--- config.mk ---
export PLATFORM = sky130hd
export DESIGN_NAME = cmp_event_ctrl
export DESIGN_NICKNAME = d
export VERILOG_FILES = /design/src/cmp_pkg.sv /design/src/cmp_evt_if.sv /design/src/cmp_edge_det.sv /design/src/cmp_event_ctrl.sv
export SDC_FILE = /design/constraint.sdc
export NUM_CORES = 1
export LEC_CHECK = 0
export BUFFER_PORTS_ARGS = -buffer_cell sky130_fd_sc_hd__clkbuf_2
export CORE_MARGIN = 10
export CORE_UTILIZATION = 40
export CTS_CLUSTER_DIAMETER = 80
export DETAILED_ROUTE_END_ITERATION = 8
export GPL_TIMING_DRIVEN = 0
export PLACE_DENSITY = 0.79
export SLEW_MARGIN = 20
export SYNTH_ARGS = -nofsm -noshare
export SYNTH_HDL_FRONTEND = slang
export SYNTH_SLANG_ARGS = --single-unit
--- constraint.sdc ---
create_clock -name core_clk -period 1.9 [get_ports core_clk]
set_input_delay 0.095 -clock core_clk [delete_from_list [all_inputs] [get_ports core_clk]]
set_output_delay 0.095 -clock core_clk [all_outputs]
set_load 0.03 [all_outputs]
--- src/cmp_pkg.sv ---
package cmp_pkg;

    // ******************************************************************
    // bus geometry
    // ******************************************************************
    localparam int          AXI_AW        = 8;
    localparam int          AXI_DW        = 32;
    localparam logic [7:0]  ADDR_CTRL     = 8'h00;
    localparam logic [7:0]  ADDR_MUX      = 8'h04;
    localparam logic [1:0]  RESP_OKAY     = 2'h0;
    localparam logic [1:0]  RESP_SLVERR   = 2'h2;

    // ******************************************************************
    // control and status word layout
    // ******************************************************************
    localparam int          BIT_DISABLE   = 7;
    localparam int          BIT_BANDGAP   = 6;
    localparam int          BIT_OUTPUT    = 5;
    localparam int          BIT_FLAG      = 4;
    localparam int          BIT_IRQ_EN    = 3;
    localparam int          BIT_CAPTURE   = 2;
    localparam int          BIT_MODE_HI   = 1;
    localparam int          BIT_MODE_LO   = 0;
    localparam logic [7:0]  CTRL_RESET    = 8'h00;

    // ******************************************************************
    // negative input mux word layout
    // ******************************************************************
    localparam int          BIT_MUX_EN    = 3;
    localparam int          BIT_SEL_HI    = 2;
    localparam int          BIT_SEL_LO    = 0;
    localparam logic [3:0]  MUX_RESET     = 4'h0;

    // ******************************************************************
    // interrupt modes
    // ******************************************************************
    localparam logic [1:0]  MODE_TOGGLE   = 2'h0;
    localparam logic [1:0]  MODE_RSVD     = 2'h1;
    localparam logic [1:0]  MODE_FALL     = 2'h2;
    localparam logic [1:0]  MODE_RISE     = 2'h3;

    typedef logic [1:0] cmp_mode_t;

    // true when the present/previous output pair matches the mode
    function automatic logic cmpModeHit(input cmp_mode_t mode,
                                        input logic      cur,
                                        input logic      prev);
        logic hit;
        hit = 1'b0;
        case (mode)
            MODE_TOGGLE: hit = cur ^ prev;
            MODE_FALL:   hit = prev & ~cur;
            MODE_RISE:   hit = cur & ~prev;
            default:     hit = 1'b0;
        endcase
        return hit;
    endfunction

endpackage

--- src/cmp_evt_if.sv ---
`timescale 1ns/10ps
`default_nettype none

interface cmp_evt_if;
    logic [1:0] mode;
    logic       rawIn;
    logic       syncOut;
    logic       prevOut;
    logic       evtHit;

    modport det (
        input  mode,
        input  rawIn,
        output syncOut,
        output prevOut,
        output evtHit
    );

    modport ctrl (
        output mode,
        output rawIn,
        input  syncOut,
        input  prevOut,
        input  evtHit
    );
endinterface

`default_nettype wire

--- src/cmp_edge_det.sv ---
`timescale 1ns/10ps
`default_nettype none

module cmp_edge_det
    import cmp_pkg::*;
(
    // clock and reset
    input  wire logic core_clk,
    input  wire logic nrst,
    // towards the control logic
    cmp_evt_if.det    evt
);

    logic syncMeta;
    logic syncStage;
    logic prevStage;

    // ******************************************************************
    // synchroniser and edge history
    // ******************************************************************
    // syncMeta feeds syncStage only; it may be metastable
    always_ff @(posedge core_clk) begin
        if (!nrst) begin
            syncMeta  <= 1'b0;
            syncStage <= 1'b0;
            prevStage <= 1'b0;
        end else begin
            syncMeta  <= evt.rawIn;
            syncStage <= syncMeta;                                       // RULE2
            prevStage <= syncStage;                                      // RULE13
        end
    end

    assign evt.syncOut = syncStage;
    assign evt.prevOut = prevStage;
    // reserved mode never hits
    assign evt.evtHit  = cmpModeHit(evt.mode, syncStage, prevStage); // RULE8 RULE13

endmodule

`default_nettype wire

--- src/cmp_event_ctrl.sv ---
// Functional notes
// [RULE1] Bandgap select high routes the internal reference to the plus input, low the plus pin.
// [RULE2] The raw comparator result is synchronised, adding one to two clocks, then readable.
// [RULE3] The flag sets whenever the synchronised output shows the event chosen by the mode.
// [RULE4] The flag clears when its vector is taken or when software writes a one to it.
// [RULE5] An interrupt is requested only while flag, local enable and global enable are all one.
// [RULE6] Capture routing high feeds the comparator output to the timer capture trigger, else none.
// [RULE7] The routed output goes through the capture noise canceller and edge select like a pin.
// [RULE8] Mode 00 is toggle, 01 reserved, 10 falling edge and 11 rising edge.
// [RULE9] Software clears the local enable before changing the mode to avoid a spurious interrupt.
// [RULE10] Mux enable high with converter off drives the minus input from converter pin N.
// [RULE11] Mux enable low or converter on drives the minus input from the dedicated minus pin.
// [RULE12] The disable bit switches the comparator off; software clears the enable first.
// [RULE13] Edges come from present versus previous synchronised output; reserved never sets the flag.
`timescale 1ns/10ps
`default_nettype none

module cmp_event_ctrl
    import cmp_pkg::*;
(
    // clock and reset
    input  wire logic                       core_clk,
    input  wire logic                       nrst,
    // axi4-lite write address and data
    input  wire logic [cmp_pkg::AXI_AW-1:0] s_axi_awaddr,
    input  wire logic [2:0]                 s_axi_awprot,
    input  wire logic                       s_axi_awvalid,
    output logic                            s_axi_awready,
    input  wire logic [cmp_pkg::AXI_DW-1:0] s_axi_wdata,
    input  wire logic [3:0]                 s_axi_wstrb,
    input  wire logic                       s_axi_wvalid,
    output logic                            s_axi_wready,
    // axi4-lite write response
    output logic [1:0]                      s_axi_bresp,
    output logic                            s_axi_bvalid,
    input  wire logic                       s_axi_bready,
    // axi4-lite read
    input  wire logic [cmp_pkg::AXI_AW-1:0] s_axi_araddr,
    input  wire logic [2:0]                 s_axi_arprot,
    input  wire logic                       s_axi_arvalid,
    output logic                            s_axi_arready,
    output logic [cmp_pkg::AXI_DW-1:0]      s_axi_rdata,
    output logic [1:0]                      s_axi_rresp,
    output logic                            s_axi_rvalid,
    input  wire logic                       s_axi_rready,
    // analog front end and system
    input  wire logic                       compRaw,
    input  wire logic                       converterEnable,
    input  wire logic                       globalIrqEnable,
    input  wire logic                       vectorTaken,
    // analog controls
    output logic                            bandgapSelect,
    output logic                            comparatorDisable,
    output logic                            negUsePin,
    output logic [2:0]                      negChannel,
    // event outputs
    output logic                            captureTrigger,
    output logic                            irqRequest
);

    // ******************************************************************
    // state
    // ******************************************************************
    logic [7:0]  ctrl;
    logic [3:0]  muxCtrl;
    logic        flag;

    cmp_evt_if evtBus ();

    cmp_edge_det u_det (
        .core_clk (core_clk),
        .nrst     (nrst),
        .evt      (evtBus.det)
    );

    assign evtBus.mode  = ctrl[BIT_MODE_HI:BIT_MODE_LO];
    assign evtBus.rawIn = compRaw;

    // ******************************************************************
    // bus decode
    // ******************************************************************
    wire         wrAccept  = s_axi_awvalid & s_axi_wvalid & ~s_axi_awready & ~s_axi_bvalid;
    wire         wrFire    = s_axi_awvalid & s_axi_awready & s_axi_wvalid & s_axi_wready;
    wire         wrCtrl    = s_axi_awaddr == ADDR_CTRL;
    wire         wrMux     = s_axi_awaddr == ADDR_MUX;
    wire         wrLane0   = wrFire & s_axi_wstrb[0];
    wire         ctrlWe    = wrLane0 & wrCtrl;
    wire         muxWe     = wrLane0 & wrMux;
    wire         rdAccept  = s_axi_arvalid & ~s_axi_arready & ~s_axi_rvalid;
    wire         rdFire    = s_axi_arvalid & s_axi_arready;
    wire         rdCtrl    = s_axi_araddr == ADDR_CTRL;
    wire         rdMux     = s_axi_araddr == ADDR_MUX;
    wire [7:0]   wByte     = s_axi_wdata[7:0];

    // read view: output bit and flag are live state
    wire [7:0]   ctrlView  = {ctrl[BIT_DISABLE], ctrl[BIT_BANDGAP], evtBus.syncOut, flag,
                              ctrl[BIT_IRQ_EN], ctrl[BIT_CAPTURE],
                              ctrl[BIT_MODE_HI:BIT_MODE_LO]};                        // RULE2
    wire [31:0]  rdWord    = rdCtrl ? {24'h000000, ctrlView} :
                             rdMux  ? {28'h0000000, muxCtrl} : 32'h00000000;

    // ******************************************************************
    // flag and routing decode
    // ******************************************************************
    wire         flagSet   = evtBus.evtHit;                                          // RULE3
    wire         flagW1c   = ctrlWe & wByte[BIT_FLAG];                               // RULE4
    // a new event wins over a clear in the same cycle
    wire         next_flag = flagSet | (flag & ~vectorTaken & ~flagW1c);             // RULE4
    wire         next_irq  = next_flag & ctrl[BIT_IRQ_EN] & globalIrqEnable;         // RULE5
    wire         muxActive = muxCtrl[BIT_MUX_EN] & ~converterEnable;                 // RULE10
    // timer front end applies its own noise canceller and edge select
    wire         next_cap  = ctrl[BIT_CAPTURE] & evtBus.syncOut;                     // RULE6 RULE7

    // ******************************************************************
    // registers
    // ******************************************************************
    always_ff @(posedge core_clk) begin
        if (!nrst) begin
            ctrl    <= CTRL_RESET;
            muxCtrl <= MUX_RESET;
        end else begin
            if (ctrlWe) begin
                ctrl <= wByte;
            end
            if (muxWe) begin
                muxCtrl <= wByte[3:0];
            end
        end
    end

    always_ff @(posedge core_clk) begin
        if (!nrst) begin
            flag <= 1'b0;
        end else begin
            flag <= next_flag;
        end
    end

    // outputs all registered so the analog side sees clean levels
    always_ff @(posedge core_clk) begin
        if (!nrst) begin
            bandgapSelect     <= 1'b0;
            comparatorDisable <= 1'b0;
            negUsePin         <= 1'b1;
            negChannel        <= 3'h0;
            captureTrigger    <= 1'b0;
            irqRequest        <= 1'b0;
        end else begin
            bandgapSelect     <= ctrl[BIT_BANDGAP];                                  // RULE1
            comparatorDisable <= ctrl[BIT_DISABLE];                                  // RULE12
            negUsePin         <= ~muxActive;                                         // RULE11
            negChannel        <= muxCtrl[BIT_SEL_HI:BIT_SEL_LO];                     // RULE10
            captureTrigger    <= next_cap;                                           // RULE6
            irqRequest        <= next_irq;                                           // RULE5
        end
    end

    // ******************************************************************
    // axi4-lite handshakes
    // ******************************************************************
    // address and data are taken together, which costs one wait cycle
    always_ff @(posedge core_clk) begin
        if (!nrst) begin
            s_axi_awready <= 1'b0;
            s_axi_wready  <= 1'b0;
            s_axi_bvalid  <= 1'b0;
            s_axi_bresp   <= RESP_OKAY;
        end else begin
            s_axi_awready <= wrAccept;
            s_axi_wready  <= wrAccept;
            if (wrFire) begin
                s_axi_bvalid <= 1'b1;
                s_axi_bresp  <= (wrCtrl | wrMux) ? RESP_OKAY : RESP_SLVERR;
            end else if (s_axi_bready) begin
                s_axi_bvalid <= 1'b0;
            end
        end
    end

    always_ff @(posedge core_clk) begin
        if (!nrst) begin
            s_axi_arready <= 1'b0;
            s_axi_rvalid  <= 1'b0;
            s_axi_rdata   <= 32'h00000000;
            s_axi_rresp   <= RESP_OKAY;
        end else begin
            s_axi_arready <= rdAccept;
            if (rdFire) begin
                s_axi_rvalid <= 1'b1;
                s_axi_rdata  <= rdWord;
                s_axi_rresp  <= (rdCtrl | rdMux) ? RESP_OKAY : RESP_SLVERR;
            end else if (s_axi_rready) begin
                s_axi_rvalid <= 1'b0;
            end
        end
    end
endmodule

`default_nettype wire

==> impl_metrics.ini, run 1 <==
[clock_network]
h-tree-depth = 2
clock-sinks = 36
clk_path_buf_depth = 2
clk_latency_ps = 280
cts_buffers = 5
clockRootBuffer = clkbuf_8
clkSlewWorstSetupHoldPaths_ps = 70
post-cts-setup-buffers = 0
cts_tree = yes

[routing]
drt-pass1-iter-count = 4
viasPerCell = 4.26
routedWlPerCell_um = 12.2
finalWirelength_um = 3830
drc_errors = 0
drt.antenna.violating_nets = 0
drt_iter0_markers = 34
vias = 1338

[global_route]
overflow = 0
grt_util_all_layers_pct = 10.8
grt_pass1_vias = 1385
antenna_found_initial = 0
grt_pass1_wl_um = 6290
grt_max_degree = 11

[logic_synthesis]
synthFlopType = dfxtp_1
yosysWarnings = 0
synth_seq_cells = 36
synth.cell_area_mm2 = 0.00162
synthArstFlopShare_pct = 0
synth_cell_types = 31
synthCells = 175
synth_area_per_cell_um2 = 9.25
seq_area_frac_synth_pct = 44.5
synth_edf_count = 0

[layout]
mostFrequentLayoutCells = clkbuf_2, dfxtp_1, buf_4
nNetsFinal = 335
syn_to_final_growth_pct = 32.4
mostFrequentLayoutCell = clkbuf_2
n_antenna_cell = 0
drive_gt1_share_pct = 35.6

[floorplan]
die_w_um = 83.6
die_h_um = 83.6
ios = 118
fp-row-count = 23
die_area_mm2 = 0.00699
start_util_pct = 40.8
core_area_mm2 = 0.00397

[sta]
hold_slack_ps = 28.9
setup-tns-final_ps = 0
min_period_over_period_pct = 81.6
rsz0062_at_grt = no
setup_ws_ps = 350
skew_ps = 2.89
fmax_mhz = 645
hold_violations = 0
timing.slew.headroom_pct = 53.5
tightest_slew_ps = 692
setup_viol = 0
final.min_clock_period_ps = 1550
maxSlewViolCount = 0

[power_and_ir_drop]
vdd_drop_max_v = 0.000437
p_per_area_mw_per_mm2 = 701
p_leak_nw = 1.10

[min_path]
hold_class = in2reg

[placement]
place.gp.congestion = 0.762
io_buffers = 56
dp_hpwl_um = 3240
place_ws_ps = 206

[worst_setup_path]
crit_fanout = 6
path_class = reg2reg
cp_data_required_time_ps = 2070
cp.arrival_ps = 1720
worst_setup_path_start_kind = register
setup.worst_path.end_class = register

[status]
status = finished, final reports clean

[flow_run]
maxCapViolations = 0
## area by class of cell
cell class / instances / area (µm²)
fill: 373 / 1830
buffer: 33 / 233
clock inverter: 1 / 5.00
multi-input combinational: 123 / 729
timing repair buffer: 57 / 290
sequential: 36 / 721
tap: 50 / 62.6
inverter: 8 / 30.0
clock buffer: 6 / 72.6
## registers in the layout, indices dropped and copies added, names as in the netlist, 3 cells and up
signal and count:
s_axi_rdata 8, negChannel 3, muxCtrl 4, ctrl 6
## kinds of logic after synthesis
kind of cell	Yosys count	share of synthesized area, %
mux	14	8.66
buf+inv	41	16.2
other cells	1	0.232
simple gates	65	22.3
flops	36	44.5
compound gates	16	6.57
fa+ha+maj	2	1.55
## worst max-delay path: stages, from the launching register on
cell	delay, ps
dfxtp_1	400
nand3_1	230
or4_4	540
buf_6	160
mux2i_1	110
## through the flow
stage	power (mW)	util [%]	area (µm²)	instances
6_report	1.50	54.0	2140	314
5_1_grt	1.58	54.0	2140	314
4_1_cts	1.52	54.0	2140	314
3_5_place_dp	1.03	51.8	2060	306
3_3_place_gp	1.02	51.8	2060	306
2_1_floorplan	0.967	-	1710	200
## worst paths after layout
check / slack, ps / endpoint / depth (start not counted) / from
worst min register to register: 430 / u_det.evt.syncOut$_SDFF_PN0_ / 1 / u_det.syncMeta$_SDFF_PN0_
worst max-delay path: 350 / ctrl[6]$_SDFFE_PN0N_ / 4 / s_axi_wready$_SDFF_PN0_
worst min-delay path: 30 / u_det.syncMeta$_SDFF_PN0_ / 2 / compRaw
worst max register to register: 350 / ctrl[6]$_SDFFE_PN0N_ / 4 / s_axi_wready$_SDFF_PN0_
## routing by layer
metal	wire [µm]	vias up	GRT usage, %
met5	0	-	0
met4	40	0	4.57
met3	423	2	5.66
met2	1800	58	17.7
met1	1570	561	11.2
li1	-	717	-
## where the power goes
group	leakage (nW)	internal, mW	switching, mW
combinational	0.764	0.0898	0.148
sequential	0.292	0.767	0.00743
clock	0.0410	0.249	0.242
total	1.10	1.11	0.398
## cell usage after synthesis, types with 2 or more instances
| cell | number | area share, % |
|---|---|---|
| a2111oi_0 | 4 | 2.2 |
| a21oi_1 | 7 | 2.2 |
| and2_1 | 2 | 0.77 |
| buf_4 | 27 | 13 |
| clkbuf_1 | 5 | 1.2 |
| dfxtp_1 | 36 | 45 |
| ha_1 | 2 | 1.5 |
| inv_1 | 8 | 1.9 |
| mux2i_1 | 14 | 8.7 |
| nand2_1 | 24 | 5.6 |
| nand2b_1 | 3 | 1.2 |
| nand3_1 | 3 | 0.93 |
| nand3b_1 | 2 | 0.93 |
| nand4_1 | 5 | 1.9 |
| nor2_1 | 6 | 1.4 |
| nor2b_1 | 7 | 2.7 |
| nor3_1 | 3 | 0.93 |
| nor4_1 | 2 | 0.77 |
| o22ai_1 | 2 | 0.77 |
| or4_4 | 2 | 1.4 |
## timing repair
item / 4_1_cts / 5_1_grt
gates resized for setup: 0 / 0
hold endpoints to repair: 1 / 0
hold buffers: 1 / 0
No activity file was read; power rests on OpenSTA's default activity.
==> run 2: changes to the inputs <==
==> constraint.sdc (replaced) <==
create_clock -name core_clk -period 1.6 [get_ports core_clk]
set_input_delay 0.08 -clock core_clk [delete_from_list [all_inputs] [get_ports core_clk]]
set_output_delay 0.08 -clock core_clk [all_outputs]
set_load 0.03 [all_outputs]
==> run 2 against run 1 <==
  * Combinational power grew 20%
  * Setup slack lost 240 ps
  * Clock skew grew 0.52 ps
  * Die area is the same
  * Clock-buffer cell count grew 2
  * Critical path depth is the same
  * Via count grew 3.3%
  * Total power grew 23%
==> impl_metrics.ini, run 2 (synthesis gave the netlist of run 1 again) <==
[placement]
io_buffers = 56
place.gp.congestion = 0.763
dp_cells = 306
dp_hpwl_um = 3280
place_ws_ps = -81.5

[sta]
fmax_mhz = 671
hold_violations = 0
hold_slack_ps = 18.5
setup_ws_ps = 111
rsz0062_at_grt = no
timing.slew.headroom_pct = 61.1
maxSlewViolCount = 0
setup-tns-final_ps = 0
setup_viol = 0
skew_ps = 3.41
min_period_over_period_pct = 93.1
final.min_clock_period_ps = 1490
tightest_slew_ps = 579

[clock_network]
h-tree-depth = 2
post-cts-setup-buffers = 0
cts_buffers = 5
cts_tree = yes
postCtsHoldBufs = 2
cts_resized = 0
clk_latency_ps = 280
clock-sinks = 36
clockRootBuffer = clkbuf_8
clk_path_buf_depth = 2
clkSlewWorstSetupHoldPaths_ps = 70

[routing]
drc_errors = 0
drt_iter0_markers = 26
drt.antenna.violating_nets = 0
finalWirelength_um = 3900
drt-pass1-iter-count = 4
routedWlPerCell_um = 12.4
vias = 1382
viasPerCell = 4.37

[worst_setup_path]
cp.arrival_ps = 1660
crit_fanout = 6
setup.worst_path.end_class = register
r2r-start = s_axi_wready$_SDFF_PN0_
cp_data_required_time_ps = 1770
worst_setup_path_start_kind = register
critPathLaunch = s_axi_wready$_SDFF_PN0_
path_class = reg2reg

[floorplan]
die_area_mm2 = 0.00699
die_h_um = 83.6
start_util_pct = 40.8
ios = 118
core_area_mm2 = 0.00397
fp-row-count = 23
die_w_um = 83.6

[power_and_ir_drop]
p_per_area_mw_per_mm2 = 852
vdd_drop_max_v = 0.000529
p_leak_nw = 1.11

[min_path]
hold_class = in2reg
worstHoldStart = s_axi_awvalid

[global_route]
grt_pass1_wl_um = 6390
grt_max_degree = 11
grt_util_all_layers_pct = 11.0
grt_pass1_vias = 1474
antenna_found_initial = 0
overflow = 0

[layout]
fill_cells = 398
n_antenna_cell = 0
mostFrequentLayoutCells = clkbuf_2, dfxtp_1, buf_4
multiInputGateArea_um2 = 729
seq_area_um2 = 722
drive_gt1_share_pct = 35.7
stdcell_count = 316
nNetsFinal = 336
largest-register = s_axi_rdata
largestRegisters = s_axi_rdata: 8 flops, ctrl: 6 flops, muxCtrl: 4 flops
final_util_pct = 54.6
mostFrequentLayoutCell = clkbuf_2
syn_to_final_growth_pct = 33.8
largest_reg_flops = 8

[status]
status = finished, final reports clean

[flow_run]
maxCapViolations = 0
run 2: cell count changes in the layout (fill, tap and decap cells not counted), sizes merged:
cell | previous run | this run
dlygate4sd3 | 1 | 2
clkinv | 1 | 0
clkbuf | 67 | 69
run 2: worst paths after layout:
| path | end | slack (ps) | cells past startpoint |
|---|---|---|---|
| worst max register to register | ctrl[0]$_SDFFE_PN0N_ | 110 | 4 |
| worst min-delay path | s_axi_wready$_SDFF_PN0_ | 20 | 3 |
| worst max-delay path | ctrl[0]$_SDFFE_PN0N_ | 110 | 4 |
| worst min register to register | u_det.evt.syncOut$_SDFF_PN0_ | 430 | 1 |
run 2: layout make-up:
type                    instances  share of cell area, %
well taps                      50                   2.89
inverters                       8                   1.39
clock buffers                   8                   4.16
plain buffers                  33                   10.7
flip-flops and latches         36                   33.3
multi-input cells             123                   33.7
repair buffers                 58                   13.9
run 2: worst max-delay path, cell delays in order, from the launching register on:
cell and delay [ps]:
dfxtp_2 360, nand3_1 200, or4_4 540, buf_6 160, mux2i_1 120
run 2: through the flow:
step	total power [mW]	cell area, µm²
finish	1.85	2170
global route	1.94	2170
CTS	1.86	2170
detailed placement	1.22	2060
global placement	1.21	2060
floorplan	1.15	1710
run 2: where the power goes:
part | leakage (nW) | total [mW] | switching, mW | internal, mW
Clock | 0.0455 | 0.642 | 0.291 | 0.351
Sequential | 0.292 | 0.921 | 0.00929 | 0.911
Combinational | 0.768 | 0.285 | 0.177 | 0.108
Total | 1.11 | 1.85 | 0.477 | 1.37
run 2: per-layer routing:
metal	share of wire [%]	GRT usage [%]	routed length (µm)	vias up
met4	2.3	5.94	89	0
met3	11	6.25	426	5
met1	38	10.3	1470	607
li1	-	-	-	722
met2	49	18.7	1920	48
met5	0	0	0	-
==> run 3: changes to the inputs <==
==> constraint.sdc (replaced) <==
create_clock -name core_clk -period 1.6 [get_ports core_clk]
set_input_delay 0.08 -clock core_clk [delete_from_list [all_inputs] [get_ports core_clk]]
set_output_delay 0.08 -clock core_clk [all_outputs]
set_load 0.01 [all_outputs]
==> run 3 against run 2 <==
  * Final cell count is 0.63% lower
  * Design area is 0.81% lower
  * Via count is 2.7% lower
  * Maximum frequency is 1.1% higher
  * First-iteration DRC count is 81% higher
  * Critical endpoint is now ctrl[6]$_SDFFE_PN0N_
==> impl_metrics.ini, run 3 (synthesis gave the netlist of run 1 again) <==
[routing]
drt-pass1-iter-count = 4
drt_iter0_markers = 47
drc_errors = 0
drt.antenna.violating_nets = 0
finalWirelength_um = 3860
vias = 1345
routedWlPerCell_um = 12.3
viasPerCell = 4.28

[placement]
io_buffers = 56
dp_hpwl_um = 3240
place.gp.congestion = 0.762

[clock_network]
clk_latency_ps = 280
clkSlewWorstSetupHoldPaths_ps = 60
post-cts-setup-buffers = 0
cts_buffers = 5
clk_path_buf_depth = 2
cts_tree = yes
clockRootBuffer = clkbuf_8
clock-sinks = 36
h-tree-depth = 2

[layout]
nNetsFinal = 335
syn_to_final_growth_pct = 32.8
fill_cells = 374
n_antenna_cell = 0
largest_reg_flops = 8
mostFrequentLayoutCells = clkbuf_2, dfxtp_1, buf_4
drive_gt1_share_pct = 36.4
mostFrequentLayoutCell = clkbuf_2
largestRegisters = s_axi_rdata: 8 flops, ctrl: 6 flops, muxCtrl: 4 flops
largest-register = s_axi_rdata

[sta]
setup-tns-final_ps = 0
timing.slew.headroom_pct = 53.7
skew_ps = 2.24
final.min_clock_period_ps = 1470
setup_viol = 0
hold_slack_ps = 13.6
rsz0062_at_grt = no
maxSlewViolCount = 0
fmax_mhz = 679
min_period_over_period_pct = 92.1
tightest_slew_ps = 689
hold_violations = 0

[worst_setup_path]
path_class = reg2reg
cp.arrival_ps = 1640
crit_fanout = 6
worst_setup_path_start_kind = register
setup.worst_path.end_class = register
cp_data_required_time_ps = 1770

[floorplan]
die_w_um = 83.6
start_util_pct = 40.8
core_area_mm2 = 0.00397
fp-row-count = 23
die_area_mm2 = 0.00699
ios = 118
die_h_um = 83.6

[power_and_ir_drop]
p_seq_share_pct = 53.8
swShare_pct = 23.4
clkPwrFrac_pct = 33.8
p_sw_mw = 0.400
p_leak_nw = 1.10
power_frac_comb_pct = 12.4
vdd_drop_max_v = 0.000513
p_per_area_mw_per_mm2 = 796
p_int_mw = 1.31

[global_route]
grt_pass1_vias = 1385
grt_pass1_wl_um = 6290
antenna_found_initial = 0
grt_max_degree = 11
overflow = 0
grt_util_all_layers_pct = 10.8

[min_path]
hold_class = in2reg

[status]
status = finished, final reports clean

[flow_run]
maxCapViolations = 0
[run 3: power by group through the flow]
stage / logic [mW] / clock network [mW] / registers, mW
4_1_cts: 0.209 / 0.602 / 0.920
3_5_place_dp: 0.207 / 0 / 0.940
6_report: 0.212 / 0.579 / 0.920
2_1_floorplan: 0.133 / 0 / 0.943
5_1_grt: 0.237 / 0.642 / 0.921
3_3_place_gp: 0.203 / 0 / 0.939
[run 3: what timing repair did]
item                                    4_1_cts  5_1_grt
hold buffers                                  1        0
hold endpoints to repair                      1        0
resized for setup                             0        3
endpoints found under the setup margin        0        7
[run 3: final timing paths]
kind	to	slack (ps)	from	cells after the start
worst max-delay path	ctrl[6]$_SDFFE_PN0N_	130	s_axi_wready$_SDFF_PN0_	4
worst min-delay path	u_det.syncMeta$_SDFF_PN0_	10	compRaw	2
worst max register to register	ctrl[6]$_SDFFE_PN0N_	130	s_axi_wready$_SDFF_PN0_	4
worst min register to register	u_det.evt.syncOut$_SDFF_PN0_	430	u_det.syncMeta$_SDFF_PN0_	1
[run 3: worst max-delay path: stages (launching register included)]
cell and delay [ps]:
dfxtp_1 410, nand3_2 160, or4_4 510, buf_6 160, mux2i_1 110
[run 3: cell type report]
cell class	count	area [µm²]	area share [%]
Buffer	33	234	10.9
Clock buffer	6	72.6	3.38
Clock inverter	1	5.00	0.233
Inverter	8	30.0	1.40
Multi-Input combinational cell	123	734	34.2
Sequential cell	36	721	33.5
Tap cell	50	62.6	2.91
Timing Repair Buffer	57	290	13.5
[run 3: through the flow]
stage / area (µm²) / total power [mW] / util, % / worst slack [ps] / cells
finish: 2150 / 1.71 / 54.1 / 127 / 314
global route: 2150 / 1.80 / 54.1 / 19.3 / 314
CTS: 2140 / 1.73 / 54.0 / 52.8 / 314
detailed placement: 2060 / 1.15 / 51.8 / -79.4 / 306
global placement: 2060 / 1.14 / 51.8 / -59.0 / 306
floorplan: 1710 / 1.08 / - / 53.6 / 200
[run 3: layer usage]
metal	routed length [µm]	track usage [%]	vias to the layer above
met1	1570	11.2	570
met3	412	5.66	2
met4	39	4.57	0
li1	-	-	719
met2	1830	17.7	54
met5	0	0	-
